$ cat config.mk
export PLATFORM = sky130hd
export DESIGN_NAME = sfc_top
export DESIGN_NICKNAME = d
export VERILOG_FILES = /design/src/common/sfc_pkg.sv /design/src/common/sfc_core_if.sv /design/src/rtl/sfc_array.sv /design/src/rtl/sfc_status.sv /design/src/rtl/sfc_top.sv
export VERILOG_INCLUDE_DIRS = /design/src /design/src/common
export SDC_FILE = /design/constraint.sdc
export NUM_CORES = 2
export LEC_CHECK = 0
export BUFFER_PORTS_ARGS = -buffer_cell sky130_fd_sc_hd__clkbuf_2
export CORE_ASPECT_RATIO = 0.5
export CORE_MARGIN = 1.5
export CORE_UTILIZATION = 50
export CTS_BUF_LIST = sky130_fd_sc_hd__clkbuf_4 sky130_fd_sc_hd__clkbuf_8 sky130_fd_sc_hd__clkbuf_16
export DETAILED_ROUTE_END_ITERATION = 8
export PLACE_DENSITY = 0.65
export SLEW_MARGIN = 20
export SYNTH_ARGS = -nofsm -noshare
export SYNTH_HDL_FRONTEND = slang
export SYNTH_SLANG_ARGS = --single-unit
$ cat constraint.sdc
create_clock -name i_core_clk -period 5.8 [get_ports i_core_clk]
set_input_delay 0.29 -clock i_core_clk [delete_from_list [all_inputs] [get_ports i_core_clk]]
set_output_delay 0.29 -clock i_core_clk [all_outputs]
set_load 0.05 [all_outputs]
$ cat src/common/sfc_regs.svh
// Purpose: Constants for the serial flash command slice
// Assumes: 125 MHz core clock, one status byte, 32-bit register port
// Notes:   Offsets are byte addresses on the plain register port
`ifndef SFC_REGS_SVH
`define SFC_REGS_SVH

// Opcodes
`define SFC_OP_WREN     8'h06
`define SFC_OP_VWREN    8'h50
`define SFC_OP_WRDI     8'h04
`define SFC_OP_RDSR     8'h05
`define SFC_OP_WRSR     8'h01
`define SFC_OP_READ     8'h03
`define SFC_OP_FAST     8'h0B
`define SFC_OP_DUAL     8'h3B

// Status byte fields
`define SFC_ST_BUSY     0
`define SFC_ST_WLATCH   1
`define SFC_ST_GSIZE_LO 2
`define SFC_ST_GSIZE_HI 3
`define SFC_ST_GBOTTOM  5
`define SFC_ST_LOCK     7
`define SFC_ST_WMASK    8'hAC
`define SFC_ST_RESET    8'h00

// Register port offsets and control register bits
`define SFC_REG_STATUS  8'h00
`define SFC_REG_CTRL    8'h04
`define SFC_REG_MADDR   8'h08
`define SFC_REG_MDATA   8'h0C
`define SFC_CTRL_XBUSY  0
`define SFC_CTRL_DONE   1

// Timing
`define SFC_CLK_NS      8
`define SFC_TW_NS       10000000

`endif

$ cat src/common/sfc_pkg.sv
// Purpose: Types shared by the serial flash command slice
// Assumes: Array is a small flip-flop store indexed by low address bits
// Notes:   Constants live in sfc_regs.svh
package sfc_pkg;

  localparam int MEM_AW = 8;

  typedef logic [MEM_AW-1:0] sfc_idx_t;

  typedef enum logic [2:0] {
    SFC_IDLE,
    SFC_OPC,
    SFC_HOLD,
    SFC_ADDR,
    SFC_DUMMY,
    SFC_OUT,
    SFC_WSR,
    SFC_SKIP
  } sfc_state_t;

  // Array index from a 24-bit byte address
  function automatic sfc_idx_t sfc_index(input logic [23:0] addr);
    sfc_index = addr[MEM_AW-1:0];
  endfunction : sfc_index

endpackage : sfc_pkg

$ cat src/common/sfc_core_if.sv
// Purpose: Carrier between the command engine, status and array blocks
// Assumes: All signals on i_core_clk
// Notes:   Command strobes are one-cycle pulses
`timescale 1ns/10ps
`default_nettype none
interface sfc_core_if;
  import sfc_pkg::*;

  logic       set_wel;
  logic       clr_wel;
  logic       set_vol;
  logic       wsr_go;
  logic       wsr_vol;
  logic [7:0] wsr_data;
  logic       op_done;
  logic       ext_busy;
  logic [7:0] status;
  logic       busy;
  logic       vol_en;
  sfc_idx_t   rd_idx;
  logic [7:0] rd_data;
  logic       ld_we;
  sfc_idx_t   ld_idx;
  logic [7:0] ld_data;

  modport eng  (output set_wel, clr_wel, set_vol, wsr_go, wsr_vol, wsr_data,
                output op_done, ext_busy, rd_idx, ld_we, ld_idx, ld_data,
                input  status, busy, vol_en, rd_data);
  modport stat (input  set_wel, clr_wel, set_vol, wsr_go, wsr_vol, wsr_data,
                input  op_done, ext_busy,
                output status, busy, vol_en);
  modport mem  (input  rd_idx, ld_we, ld_idx, ld_data,
                output rd_data);
endinterface : sfc_core_if
`default_nettype wire

$ cat src/rtl/sfc_array.sv
// Purpose: Flip-flop data array read by the stream engine
// Assumes: Loaded from the register port
// Notes:   Address bits above the index alias
`timescale 1ns/10ps
`default_nettype none
module sfc_array (
  input  wire logic i_core_clk,
  sfc_core_if.mem   cif
);
  import sfc_pkg::*;

  logic [7:0] mem [0:(1<<MEM_AW)-1];

  always_ff @(posedge i_core_clk) begin
    if (cif.ld_we) begin
      mem[cif.ld_idx] <= cif.ld_data;
    end
  end

  assign cif.rd_data = mem[cif.rd_idx];
endmodule : sfc_array
`default_nettype wire

$ cat src/rtl/sfc_status.sv
// Purpose: Status byte, write latch, volatile enable and write timer
// Assumes: Command strobes arrive as single-cycle pulses
// Notes:   Busy also follows the external busy level
`timescale 1ns/10ps
`default_nettype none
`include "sfc_regs.svh"
module sfc_status #(
  parameter int unsigned TW_CYC = 1
) (
  input  wire logic i_core_clk,
  input  wire logic i_rst,
  sfc_core_if.stat  cif
);
  import sfc_pkg::*;

  logic [7:0]  bits;
  logic [7:0]  pend;
  logic        write_latch_flag;
  logic        vol;
  logic [23:0] timer;
  logic        timer_end;

  assign timer_end = (timer == 24'h000001);

  // Write latch
  always_ff @(posedge i_core_clk) begin
    if (i_rst) begin
      write_latch_flag <= 1'b0;
    end else if (cif.set_wel) begin
      write_latch_flag <= 1'b1;
    end else if (cif.clr_wel) begin
      write_latch_flag <= 1'b0;
    end else if (cif.op_done || timer_end) begin
      write_latch_flag <= 1'b0;
    end
  end

  // Volatile status-write enable
  always_ff @(posedge i_core_clk) begin
    if (i_rst) begin
      vol <= 1'b0;
    end else if (cif.set_vol) begin
      vol <= 1'b1;
    end else if (cif.clr_wel || cif.wsr_go) begin
      vol <= 1'b0;
    end
  end

  // Self-timed non-volatile write cycle
  always_ff @(posedge i_core_clk) begin
    if (i_rst) begin
      timer <= 24'h000000;
    end else if (cif.wsr_go && !cif.wsr_vol) begin
      timer <= 24'(TW_CYC);
    end else if (timer != 24'h000000) begin
      timer <= timer - 24'h000001;
    end
  end

  always_ff @(posedge i_core_clk) begin
    if (i_rst) begin
      pend <= `SFC_ST_RESET;
    end else if (cif.wsr_go) begin
      pend <= cif.wsr_data;
    end
  end

  // Writable bits only
  always_ff @(posedge i_core_clk) begin
    if (i_rst) begin
      bits <= `SFC_ST_RESET;
    end else if (cif.wsr_go && cif.wsr_vol) begin
      bits <= cif.wsr_data & `SFC_ST_WMASK;
    end else if (timer_end) begin
      bits <= pend & `SFC_ST_WMASK;
    end
  end

  assign cif.busy   = (timer != 24'h000000) || cif.ext_busy;
  assign cif.vol_en = vol;
  assign cif.status = bits | {6'h00, write_latch_flag, cif.busy};
endmodule : sfc_status
`default_nettype wire

$ cat src/rtl/sfc_top.sv
// Purpose: Serial flash instruction decoder with status and read paths
// Assumes: SPI pins are synchronous to i_core_clk and slower than it
// Notes:   Serial clock edges are found by comparing with last sample
//
// Local design decisions: the placing of the registers and the plain strobed port.
`timescale 1ns/10ps
`default_nettype none
`include "sfc_regs.svh"
module sfc_top #(
  parameter int unsigned TW_CYC = `SFC_TW_NS / `SFC_CLK_NS
) (
  // Clock and reset
  input  wire logic        i_core_clk,
  input  wire logic        i_rst,
  // Serial link
  input  wire logic        i_spi_sck,
  input  wire logic        i_spi_cs_n,
  input  wire logic        i_lane0,
  input  wire logic        i_lane1,
  output logic             o_lane0,
  output logic             o_lane0_oe,
  output logic             o_lane1,
  output logic             o_lane1_oe,
  input  wire logic        i_write_guard_n,
  // Register port
  input  wire logic [7:0]  i_reg_addr,
  input  wire logic [31:0] i_reg_wdata,
  input  wire logic        i_reg_wr,
  input  wire logic        i_reg_rd,
  output logic [31:0]      o_reg_rdata
);
  import sfc_pkg::*;

  sfc_core_if cif ();

  sfc_status #(
    .TW_CYC (TW_CYC)
  ) u_status (
    .i_core_clk (i_core_clk),
    .i_rst      (i_rst),
    .cif        (cif.stat)
  );

  sfc_array u_array (
    .i_core_clk (i_core_clk),
    .cif        (cif.mem)
  );

  sfc_state_t  state;
  logic        sck_q;
  logic        cs_q;
  logic        sck_rise;
  logic        sck_fall;
  logic        cs_fall;
  logic        cs_rise;
  logic [4:0]  bit_cnt;
  logic [7:0]  shreg;
  logic [7:0]  next_shreg;
  logic [7:0]  opcode;
  logic [23:0] addr;
  logic        fast;
  logic        dual;
  logic        from_mem;
  logic        wsr_vol;
  logic [7:0]  out_byte;
  logic [2:0]  out_cnt;
  logic [2:0]  step;
  logic [7:0]  cur;
  logic        byte_end;
  logic        wsr_allowed;
  logic        xbusy;
  sfc_idx_t    ld_idx;

  // Edge detection of synchronous pins
  always_ff @(posedge i_core_clk) begin
    if (i_rst) begin
      sck_q <= 1'b0;
      cs_q  <= 1'b1;
    end else begin
      sck_q <= i_spi_sck;
      cs_q  <= i_spi_cs_n;
    end
  end

  assign sck_rise   = i_spi_sck && !sck_q && !i_spi_cs_n;
  assign sck_fall   = !i_spi_sck && sck_q && !i_spi_cs_n;
  assign cs_fall    = !i_spi_cs_n && cs_q;
  assign cs_rise    = i_spi_cs_n && !cs_q;
  assign next_shreg = {shreg[6:0], i_lane0};
  assign wsr_allowed = (cif.status[`SFC_ST_WLATCH] || cif.vol_en) &&
                       !(cif.status[`SFC_ST_LOCK] && !i_write_guard_n);

  // Output byte: fresh source at each byte start
  assign step     = dual ? 3'd2 : 3'd1;
  assign byte_end = (out_cnt == 3'(8 - step));
  assign cur      = (out_cnt != 3'd0) ? out_byte :
                    from_mem ? cif.rd_data : cif.status;

  // Instruction sequencer
  always_ff @(posedge i_core_clk) begin
    if (i_rst) begin
      state <= SFC_IDLE;
    end else if (cs_rise || (i_spi_cs_n && !cs_fall)) begin
      state <= SFC_IDLE;
    end else if (cs_fall) begin
      state <= SFC_OPC;
    end else if (sck_rise) begin
      unique case (state)
        SFC_OPC: begin
          if (bit_cnt == 5'd7) begin
            if (cif.busy && next_shreg != `SFC_OP_RDSR) begin
              state <= SFC_SKIP;
            end else begin
              case (next_shreg)
                `SFC_OP_WREN,
                `SFC_OP_WRDI,
                `SFC_OP_VWREN: state <= SFC_HOLD;
                `SFC_OP_RDSR:  state <= SFC_OUT;
                `SFC_OP_WRSR: begin
                  if (wsr_allowed) begin
                    state <= SFC_WSR;
                  end else begin
                    state <= SFC_SKIP;
                  end
                end
                `SFC_OP_READ,
                `SFC_OP_FAST,
                `SFC_OP_DUAL:  state <= SFC_ADDR;
                default:       state <= SFC_SKIP;
              endcase
            end
          end
        end
        SFC_HOLD: state <= SFC_SKIP;
        SFC_ADDR: begin
          if (bit_cnt == 5'd23) begin
            state <= fast ? SFC_DUMMY : SFC_OUT;
          end
        end
        SFC_DUMMY: begin
          if (bit_cnt == 5'd7) begin
            state <= SFC_OUT;
          end
        end
        SFC_IDLE,
        SFC_OUT,
        SFC_WSR,
        SFC_SKIP: state <= state;
      endcase
    end
  end

  // Bit counter per phase
  always_ff @(posedge i_core_clk) begin
    if (i_rst || cs_fall) begin
      bit_cnt <= 5'd0;
    end else if (sck_rise) begin
      if ((state == SFC_OPC && bit_cnt == 5'd7) ||
          (state == SFC_ADDR && bit_cnt == 5'd23)) begin
        bit_cnt <= 5'd0;
      end else if (bit_cnt != 5'd31) begin
        bit_cnt <= bit_cnt + 5'd1;
      end
    end
  end

  // Input shifter and latched opcode
  always_ff @(posedge i_core_clk) begin
    if (i_rst) begin
      shreg  <= 8'h00;
      opcode <= 8'h00;
    end else if (sck_rise) begin
      shreg <= next_shreg;
      if (state == SFC_OPC && bit_cnt == 5'd7) begin
        opcode <= next_shreg;
      end
    end
  end

  // Read mode flags
  always_ff @(posedge i_core_clk) begin
    if (i_rst) begin
      fast     <= 1'b0;
      dual     <= 1'b0;
      from_mem <= 1'b0;
    end else if (sck_rise && state == SFC_OPC && bit_cnt == 5'd7) begin
      fast     <= next_shreg != `SFC_OP_READ;
      dual     <= next_shreg == `SFC_OP_DUAL;
      from_mem <= next_shreg != `SFC_OP_RDSR;
    end
  end

  // Address shift in, then increment per byte
  always_ff @(posedge i_core_clk) begin
    if (i_rst) begin
      addr <= 24'h000000;
    end else if (sck_rise && state == SFC_ADDR) begin
      addr <= {addr[22:0], i_lane0};
    end else if (sck_fall && state == SFC_OUT && from_mem && byte_end) begin
      addr <= addr + 24'h000001;
    end
  end

  // Output shifter on falling edges
  always_ff @(posedge i_core_clk) begin
    if (i_rst || cs_fall) begin
      out_byte <= 8'h00;
      out_cnt  <= 3'd0;
    end else if (sck_fall && state == SFC_OUT) begin
      if (dual) begin
        out_byte <= {cur[5:0], 2'b00};
      end else begin
        out_byte <= {cur[6:0], 1'b0};
      end
      out_cnt <= byte_end ? 3'd0 : out_cnt + step;
    end
  end

  // Output lanes
  always_ff @(posedge i_core_clk) begin
    if (i_rst || cs_rise || i_spi_cs_n) begin
      o_lane0    <= 1'b0;
      o_lane1    <= 1'b0;
      o_lane0_oe <= 1'b0;
      o_lane1_oe <= 1'b0;
    end else if (sck_fall && state == SFC_OUT) begin
      o_lane1    <= cur[7];
      o_lane0    <= dual ? cur[6] : 1'b0;
      o_lane1_oe <= 1'b1;
      o_lane0_oe <= dual;
    end
  end

  // Single-byte commands execute on select rising
  always_ff @(posedge i_core_clk) begin
    if (i_rst) begin
      cif.set_wel <= 1'b0;
      cif.clr_wel <= 1'b0;
      cif.set_vol <= 1'b0;
    end else begin
      cif.set_wel <= cs_rise && state == SFC_HOLD &&
                     opcode == `SFC_OP_WREN;
      cif.clr_wel <= cs_rise && state == SFC_HOLD &&
                     opcode == `SFC_OP_WRDI;
      cif.set_vol <= cs_rise && state == SFC_HOLD &&
                     opcode == `SFC_OP_VWREN;
    end
  end

  // Status write: exactly one byte before select rises
  always_ff @(posedge i_core_clk) begin
    if (i_rst) begin
      wsr_vol <= 1'b0;
    end else if (sck_rise && state == SFC_OPC && bit_cnt == 5'd7) begin
      wsr_vol <= cif.vol_en;
    end
  end

  always_ff @(posedge i_core_clk) begin
    if (i_rst) begin
      cif.wsr_go   <= 1'b0;
      cif.wsr_vol  <= 1'b0;
      cif.wsr_data <= 8'h00;
    end else begin
      cif.wsr_go   <= cs_rise && state == SFC_WSR &&
                      bit_cnt == 5'd8;
      cif.wsr_vol  <= wsr_vol;
      cif.wsr_data <= shreg;
    end
  end

  // Register port writes
  always_ff @(posedge i_core_clk) begin
    if (i_rst) begin
      xbusy        <= 1'b0;
      cif.op_done  <= 1'b0;
    end else begin
      cif.op_done <= i_reg_wr && i_reg_addr == `SFC_REG_CTRL &&
                     i_reg_wdata[`SFC_CTRL_DONE];
      if (i_reg_wr && i_reg_addr == `SFC_REG_CTRL) begin
        xbusy <= i_reg_wdata[`SFC_CTRL_XBUSY];
      end
    end
  end

  always_ff @(posedge i_core_clk) begin
    if (i_rst) begin
      ld_idx <= '0;
    end else if (i_reg_wr && i_reg_addr == `SFC_REG_MADDR) begin
      ld_idx <= i_reg_wdata[MEM_AW-1:0];
    end else if (i_reg_wr && i_reg_addr == `SFC_REG_MDATA) begin
      ld_idx <= ld_idx + 8'h01;
    end
  end

  assign cif.ext_busy = xbusy;
  assign cif.rd_idx   = sfc_index(addr);
  assign cif.ld_we    = i_reg_wr && i_reg_addr == `SFC_REG_MDATA;
  assign cif.ld_idx   = ld_idx;
  assign cif.ld_data  = i_reg_wdata[7:0];

  // Register port reads, one cycle later
  always_ff @(posedge i_core_clk) begin
    if (i_rst || !i_reg_rd) begin
      o_reg_rdata <= 32'h00000000;
    end else begin
      case (i_reg_addr)
        `SFC_REG_STATUS: o_reg_rdata <= {24'h000000, cif.status};
        `SFC_REG_CTRL:   o_reg_rdata <= {31'h00000000, xbusy};
        `SFC_REG_MADDR:  o_reg_rdata <= 32'(ld_idx);
        default:         o_reg_rdata <= 32'h00000000;
      endcase
    end
  end

endmodule : sfc_top
`default_nettype wire

Word level (Yosys, flattened, before mapping)

Memory sizes are Yosys's and may differ from the RTL's. A register that Yosys moved wholly into a read port is not among the register bits.
Cells that the tools add are included.

Equality and inequality tests: 36
Bitwise gates (word level): 2
$add $sub $neg: 6
Reduce and logical (&&, ||, !) cells: 71
Mux-type cells: 36

Operator list:

| kind                  | number |
|---|---|
| $mux 8                | 9 |
| $eq 8x3->1 const B    | 6 |
| $mux 24               | 2 |
| $mux 21               | 2 |
| $logic_and 1x1->1     | 30 |
| $add 24x1->24 const B | 1 |
| $eq 24x1->1 const B   | 1 |
| $eq 8x4->1 const B    | 3 |
| $pmux 3 s4            | 2 |
| $pmux 8 s3            | 1 |
| $reduce_bool 24->1    | 1 |
| $sub 24x1->24 const B | 1 |
| $eq 8x7->1 const B    | 2 |
| $mux 3                | 5 |
| $reduce_bool 2->1     | 7 |
| $eq 3x3->1 const B    | 4 |
| $mux 1                | 12 |
| $logic_or 1x1->1      | 10 |
| $mux 5                | 2 |
| $reduce_and 5->1      | 2 |
| $logic_not 1->1       | 9 |
| $reduce_or 3->1       | 3 |
| $add 8x1->8 const B   | 1 |
| $eq 8x1->1 const B    | 1 |
| other kinds (27)      | 34 |

Bits in writable memories: 2048
Memories kept: 1
Flip-flop bits (word level): 162
Input port bits: 49
Output and inout port bits: 36
Word-level logic and storage cells: 186

Memory list:

| memory      | depth | bits a word | read ports | clocked after memory_dff | write ports | RTL line        | RTL |
|---|---|---|---|---|---|---|---|
| u_array.mem | 256   | 8           | 1          | 1                        | 1           | sfc_array.sv:12 | `logic [7:0] mem [0:(1<<MEM_AW)-1];` |

Logic depth before layout (Yosys ltp)

Word-level depth: 13
Depth in mapped cells: 14
Mapped depth without buffers: 9

Cells and area by module

Synthesis repeated with hierarchy kept, for this count alone.

Cells, all modules: 4400
Area total of the unflattened synthesis: 85250.5 um^2

By module, submodules not included:

| module     | instances | sequential area each (um^2) | area each (um^2) | cells each |
|---|---|---|---|---|
| sfc_array  | 1         | 61499.0                     | 79396.1          | 3725 |
| sfc_top    | 1         | 1661.6                      | 4151.5           | 479 |
| sfc_status | 1         | 680.7                       | 1702.9           | 196 |

Worst setup path before layout

No wires, ideal clock.

Path type: register -> register
Start point: register with a tool-made name
End point: register o_lane1
Library setup time: 125 ps
Period minus slack after synthesis: 2622 ps
Path buffers: 3
Stages on the path, launching flop included: 12
Required time: 5675 ps
Arrival time: 2496 ps
Setup slack: 3178 ps
Path through: dfxtp_1 buf_6 buf_6 buf_2 mux4_2 mux4_2 mux2i_1 nor3_1 nor3_1 nand3_1 o2111ai_1 a21oi_1

RTL lines:

| element              | RTL line       | RTL |
|---|---|---|
| end signal, assigned | sfc_top.sv:227 | `o_lane1 <= cur[7];` |
| end, declared        | sfc_top.sv:22  | `output logic o_lane1,` |

==> flow_summary.json <==
{
  "status": "finished clean",
  "grt_pass1_wl_um": 335600,
  "ios": 85,
  "combPwrFrac_pct": 2.8,
  "crit_buf_inv": 1,
  "utilization_pct": 55.57,
  "p_switching_mw": 6.370,
  "fin_crit_ns": 4.620,
  "synthFlopType": "edfxtp_1",
  "clkTransAtPathRegs_ns": 0.06,
  "seqPwrFrac_pct": 56.5,
  "fin_cells": 7041,
  "post_drt_wl_per_cell_um": 34.15,
  "nNetsFinal": 4655,
  "die_x_um": 588.1,
  "grt_pass1_vias": 44010,
  "r2r_slack_ns": 1.18,
  "place_area_um2": 88360,
  "syn2layout_area_growth_pct": 10.48,
  "n_fill_cell": 12740,
  "crit_path_end": "out_byte[1]",
  "finalMaxSlewViolations": 0,
  "cellLeakagePower_nw": 28.58,
  "maxCapViolCount": 0,
  "drive_gt1_share_pct": 21.46,
  "gp_congestion": 0.8962,
  "cpMaxStageDelayCell": "dfxtp_4",
  "reg2reg_depth": 9,
  "path_delay_family": "simple AND/OR/NAND/NOR gates",
  "setup-tns-final_ns": 0,
  "crit_chain": "buf_4 -> mux4_2 -> mux2i_1 -> o21ai_0 -> nor3_1 -> a22oi_1 -> nand4_1 -> o31ai_1 -> a32o_1",
  "cts.path.max_buffers": 3,
  "worstSetupPathType": "flip-flop to flip-flop",
  "powerDensity_nw_per_um2": 323.0,
  "vias_per_cell": 6.546,
  "clk_latency_ns": 0.85,
  "grt_max_degree": 225,
  "skew_ns": 0.02303,
  "gr-usage-all-layers_pct": 27.60,
  "ff_latch_area_um2": 63940,
  "final_hold_viol_count": 0,
  "ys_types": 92,
  "io_buffers": 35,
  "dp_hpwl_um": 149800,
  "tightest_slew_ns": 1.270,
  "cts_buffers": 188,
  "path_max_fanout": 38,
  "required_ns": 6.52,
  "start_kind": "flip-flop",
  "stdcell_area_um2": 94560,
  "fp-row-count": 107,
  "yosysTopAreaCell": "edfxtp_1",
  "dp_cells": 6674,
  "drt_wl_total_um": 240500,
  "yosys_warnings": 0,
  "ir_drop_uv": 343.2,
  "slew_headroom_pct": 14.97,
  "cts.sinks": 2169,
  "arrival_ns": 5.34,
  "netlist_area_um2": 85600,
  "async_flop_share_pct": 0,
  "p_sw_share_pct": 20.85,
  "coreArea_um2": 170200,
  "ant_nets": 0,
  "htreeDepth": 4,
  "syn_avg_cell_area_um2": 19.17,
  "grt-ovfl-total": 0,
  "cellInternalPower_mw": 24.18,
  "fin_crit_sh_pct": 79.66,
  "holdCritPathClass": "input pin to flip-flop",
  "max_freq_ghz": 0.2164,
  "cts_resized": 0,
  "drcViolationCount": 0,
  "netlist_instances": 4465,
  "die_h_um": 295.6,
  "worst_r2r_endpoint": "out_byte[1]",
  "clockPowerShare_pct": 40.7,
  "p_total_mw": 30.55,
  "dieArea_um2": 173800,
  "crit_cells": 9,
  "num_vias": 46090,
  "drtPass1Iterations": 8,
  "cts_tree": "yes",
  "multi_input_area_um2": 19940,
  "finalSetupViolCount": 0,
  "start_util_pct": 50.30,
  "root_buffer": "clkbuf_16",
  "synth_edf_count": 2048,
  "antenna_found_initial": 18,
  "max_stage_delay_ns": 1.03,
  "rsz0062_at_grt": "no",
  "ys_top_cells_by_area": "edfxtp_1, mux4_2, dfxtp_1",
  "synth_seq_area_share_pct": 74.68,
  "drtIter0Drc": 7678,
  "yosys_register_bits": 2169,
  "yosysMostFrequentCell": "edfxtp_1",
  "end_kind": "flip-flop",
  "yosys-top-cells-count": "edfxtp_1, mux4_2, nor2_1, mux2i_1, nand2_1",
  "synth_top_area_share_pct": 71.85
}
final cells by class:
| class | instances | area share (%) |
|---|---|---|
| inverter | 24 | 0.09526 |
| clock buffer | 231 | 5.360 |
| multi-input combinational | 2016 | 21.09 |
| tap | 2289 | 3.029 |
| sequential | 2169 | 67.61 |
| timing repair buffer | 194 | 1.831 |
| clock inverter | 114 | 0.9698 |
| antenna | 4 | 0.01058 |
power by group through the flow:
| stage | combinational (mW) | sequential (mW) | clock, mW |
|---|---|---|---|
| after floorplan | 0.493 | 17.6 | 0 |
| after global placement | 0.790 | 17.6 | 0 |
| after detailed placement | 0.835 | 17.6 | 0 |
| after CTS | 0.845 | 17.3 | 12.5 |
| after global routing | 0.935 | 17.3 | 13.0 |
| final | 0.850 | 17.3 | 12.4 |
stage by stage:
step / hold WS, ns / setup slack [ns]
3_5_place_dp: 0.4478 / 1.396
5_1_grt: 0.06668 / 1.299
3_3_place_gp: 0.4176 / 1.467
4_1_cts: 0.02486 / 1.383
2_1_floorplan: 0.3889 / 3.178
6_report: 0.03695 / 1.180
cells by family after synthesis:
family                   synth area share (%)
AO/OA/AOI/OAI                           3.476
XOR/XNOR                               0.1842
adder cells (fa/ha/maj)                0.1988
buffers and inverters                   2.196
flip-flops                              74.68
multiplexers                            14.62
other                                0.004381
AND/OR/NAND/NOR                         4.641
worst min-delay path by stage:
stage,from,endpoint,slack [ns],cells past startpoint
floorplan,i_reg_wdata[0],u_array.mem[0][0],0.39,0
CTS,i_rst,cif.ld_idx[7],0.02,3
detailed placement,cif.set_vol,u_status.cif.vol_en,0.45,2
global placement,cif.set_wel,u_status.write_latch_flag,0.42,2
global route,i_reg_wdata[6],u_array.mem[198][6],0.07,1
finish,i_reg_wdata[6],u_array.mem[198][6],0.04,1
flip-flops by register name (all words and copies together) (netlist names), 7 cells and up, named ones only:
| name | cells |
|---|---|
| u_array.mem | 2048 |
| u_status.timer | 24 |
| addr | 8 |
| cif.ld_idx | 8 |
| o_reg_rdata | 8 |
| opcode | 8 |
| shreg | 8 |
| out_byte | 7 |
layout by cell type (no fill, tap or decap), types with 19 or more instances in the layout:
cell type	instances
a211oi_1	33
a21oi_1	95
a22oi_1	94
buf_12	19
buf_4	122
clkbuf_16	190
clkbuf_2	27
clkbuf_4	40
clkinv_1	42
clkinv_2	40
conb_1	24
dfxtp_1	115
edfxtp_1	2048
inv_1	22
mux2_2	40
mux2i_1	167
mux4_2	450
nand2_1	150
nand2b_1	20
nand3_1	69
nor2_1	379
nor2b_1	43
nor3_1	39
o21ai_0	42
o22ai_1	45
layer usage:
metal	global-route usage, %	part of all wire [%]	vias to the layer above	wire, µm
met5	0	0.088	-	212
met4	8.070	2.8	18	6707
met3	8.866	14	428	34050
met2	39.85	44	3192	104800
met1	40.33	39	24060	94740
li1	-	-	18400	-
worst reg2reg max path, stage by stage (launching register included):
cell and delay [ns]:
dfxtp_4 1.03, buf_4 0.46, mux4_2 0.55, mux2i_1 0.28, o21ai_0 0.14, nor3_1 0.84, a22oi_1 0.33, nand4_1 0.43
o31ai_1 0.20, a32o_1 0.25
what timing repair did:
action | CTS | global route
hold buffers | 17 | 0
buffers inserted | 0 | 0
hold endpoints to repair | 143 | 0
(Power assumes the default switching activity.)
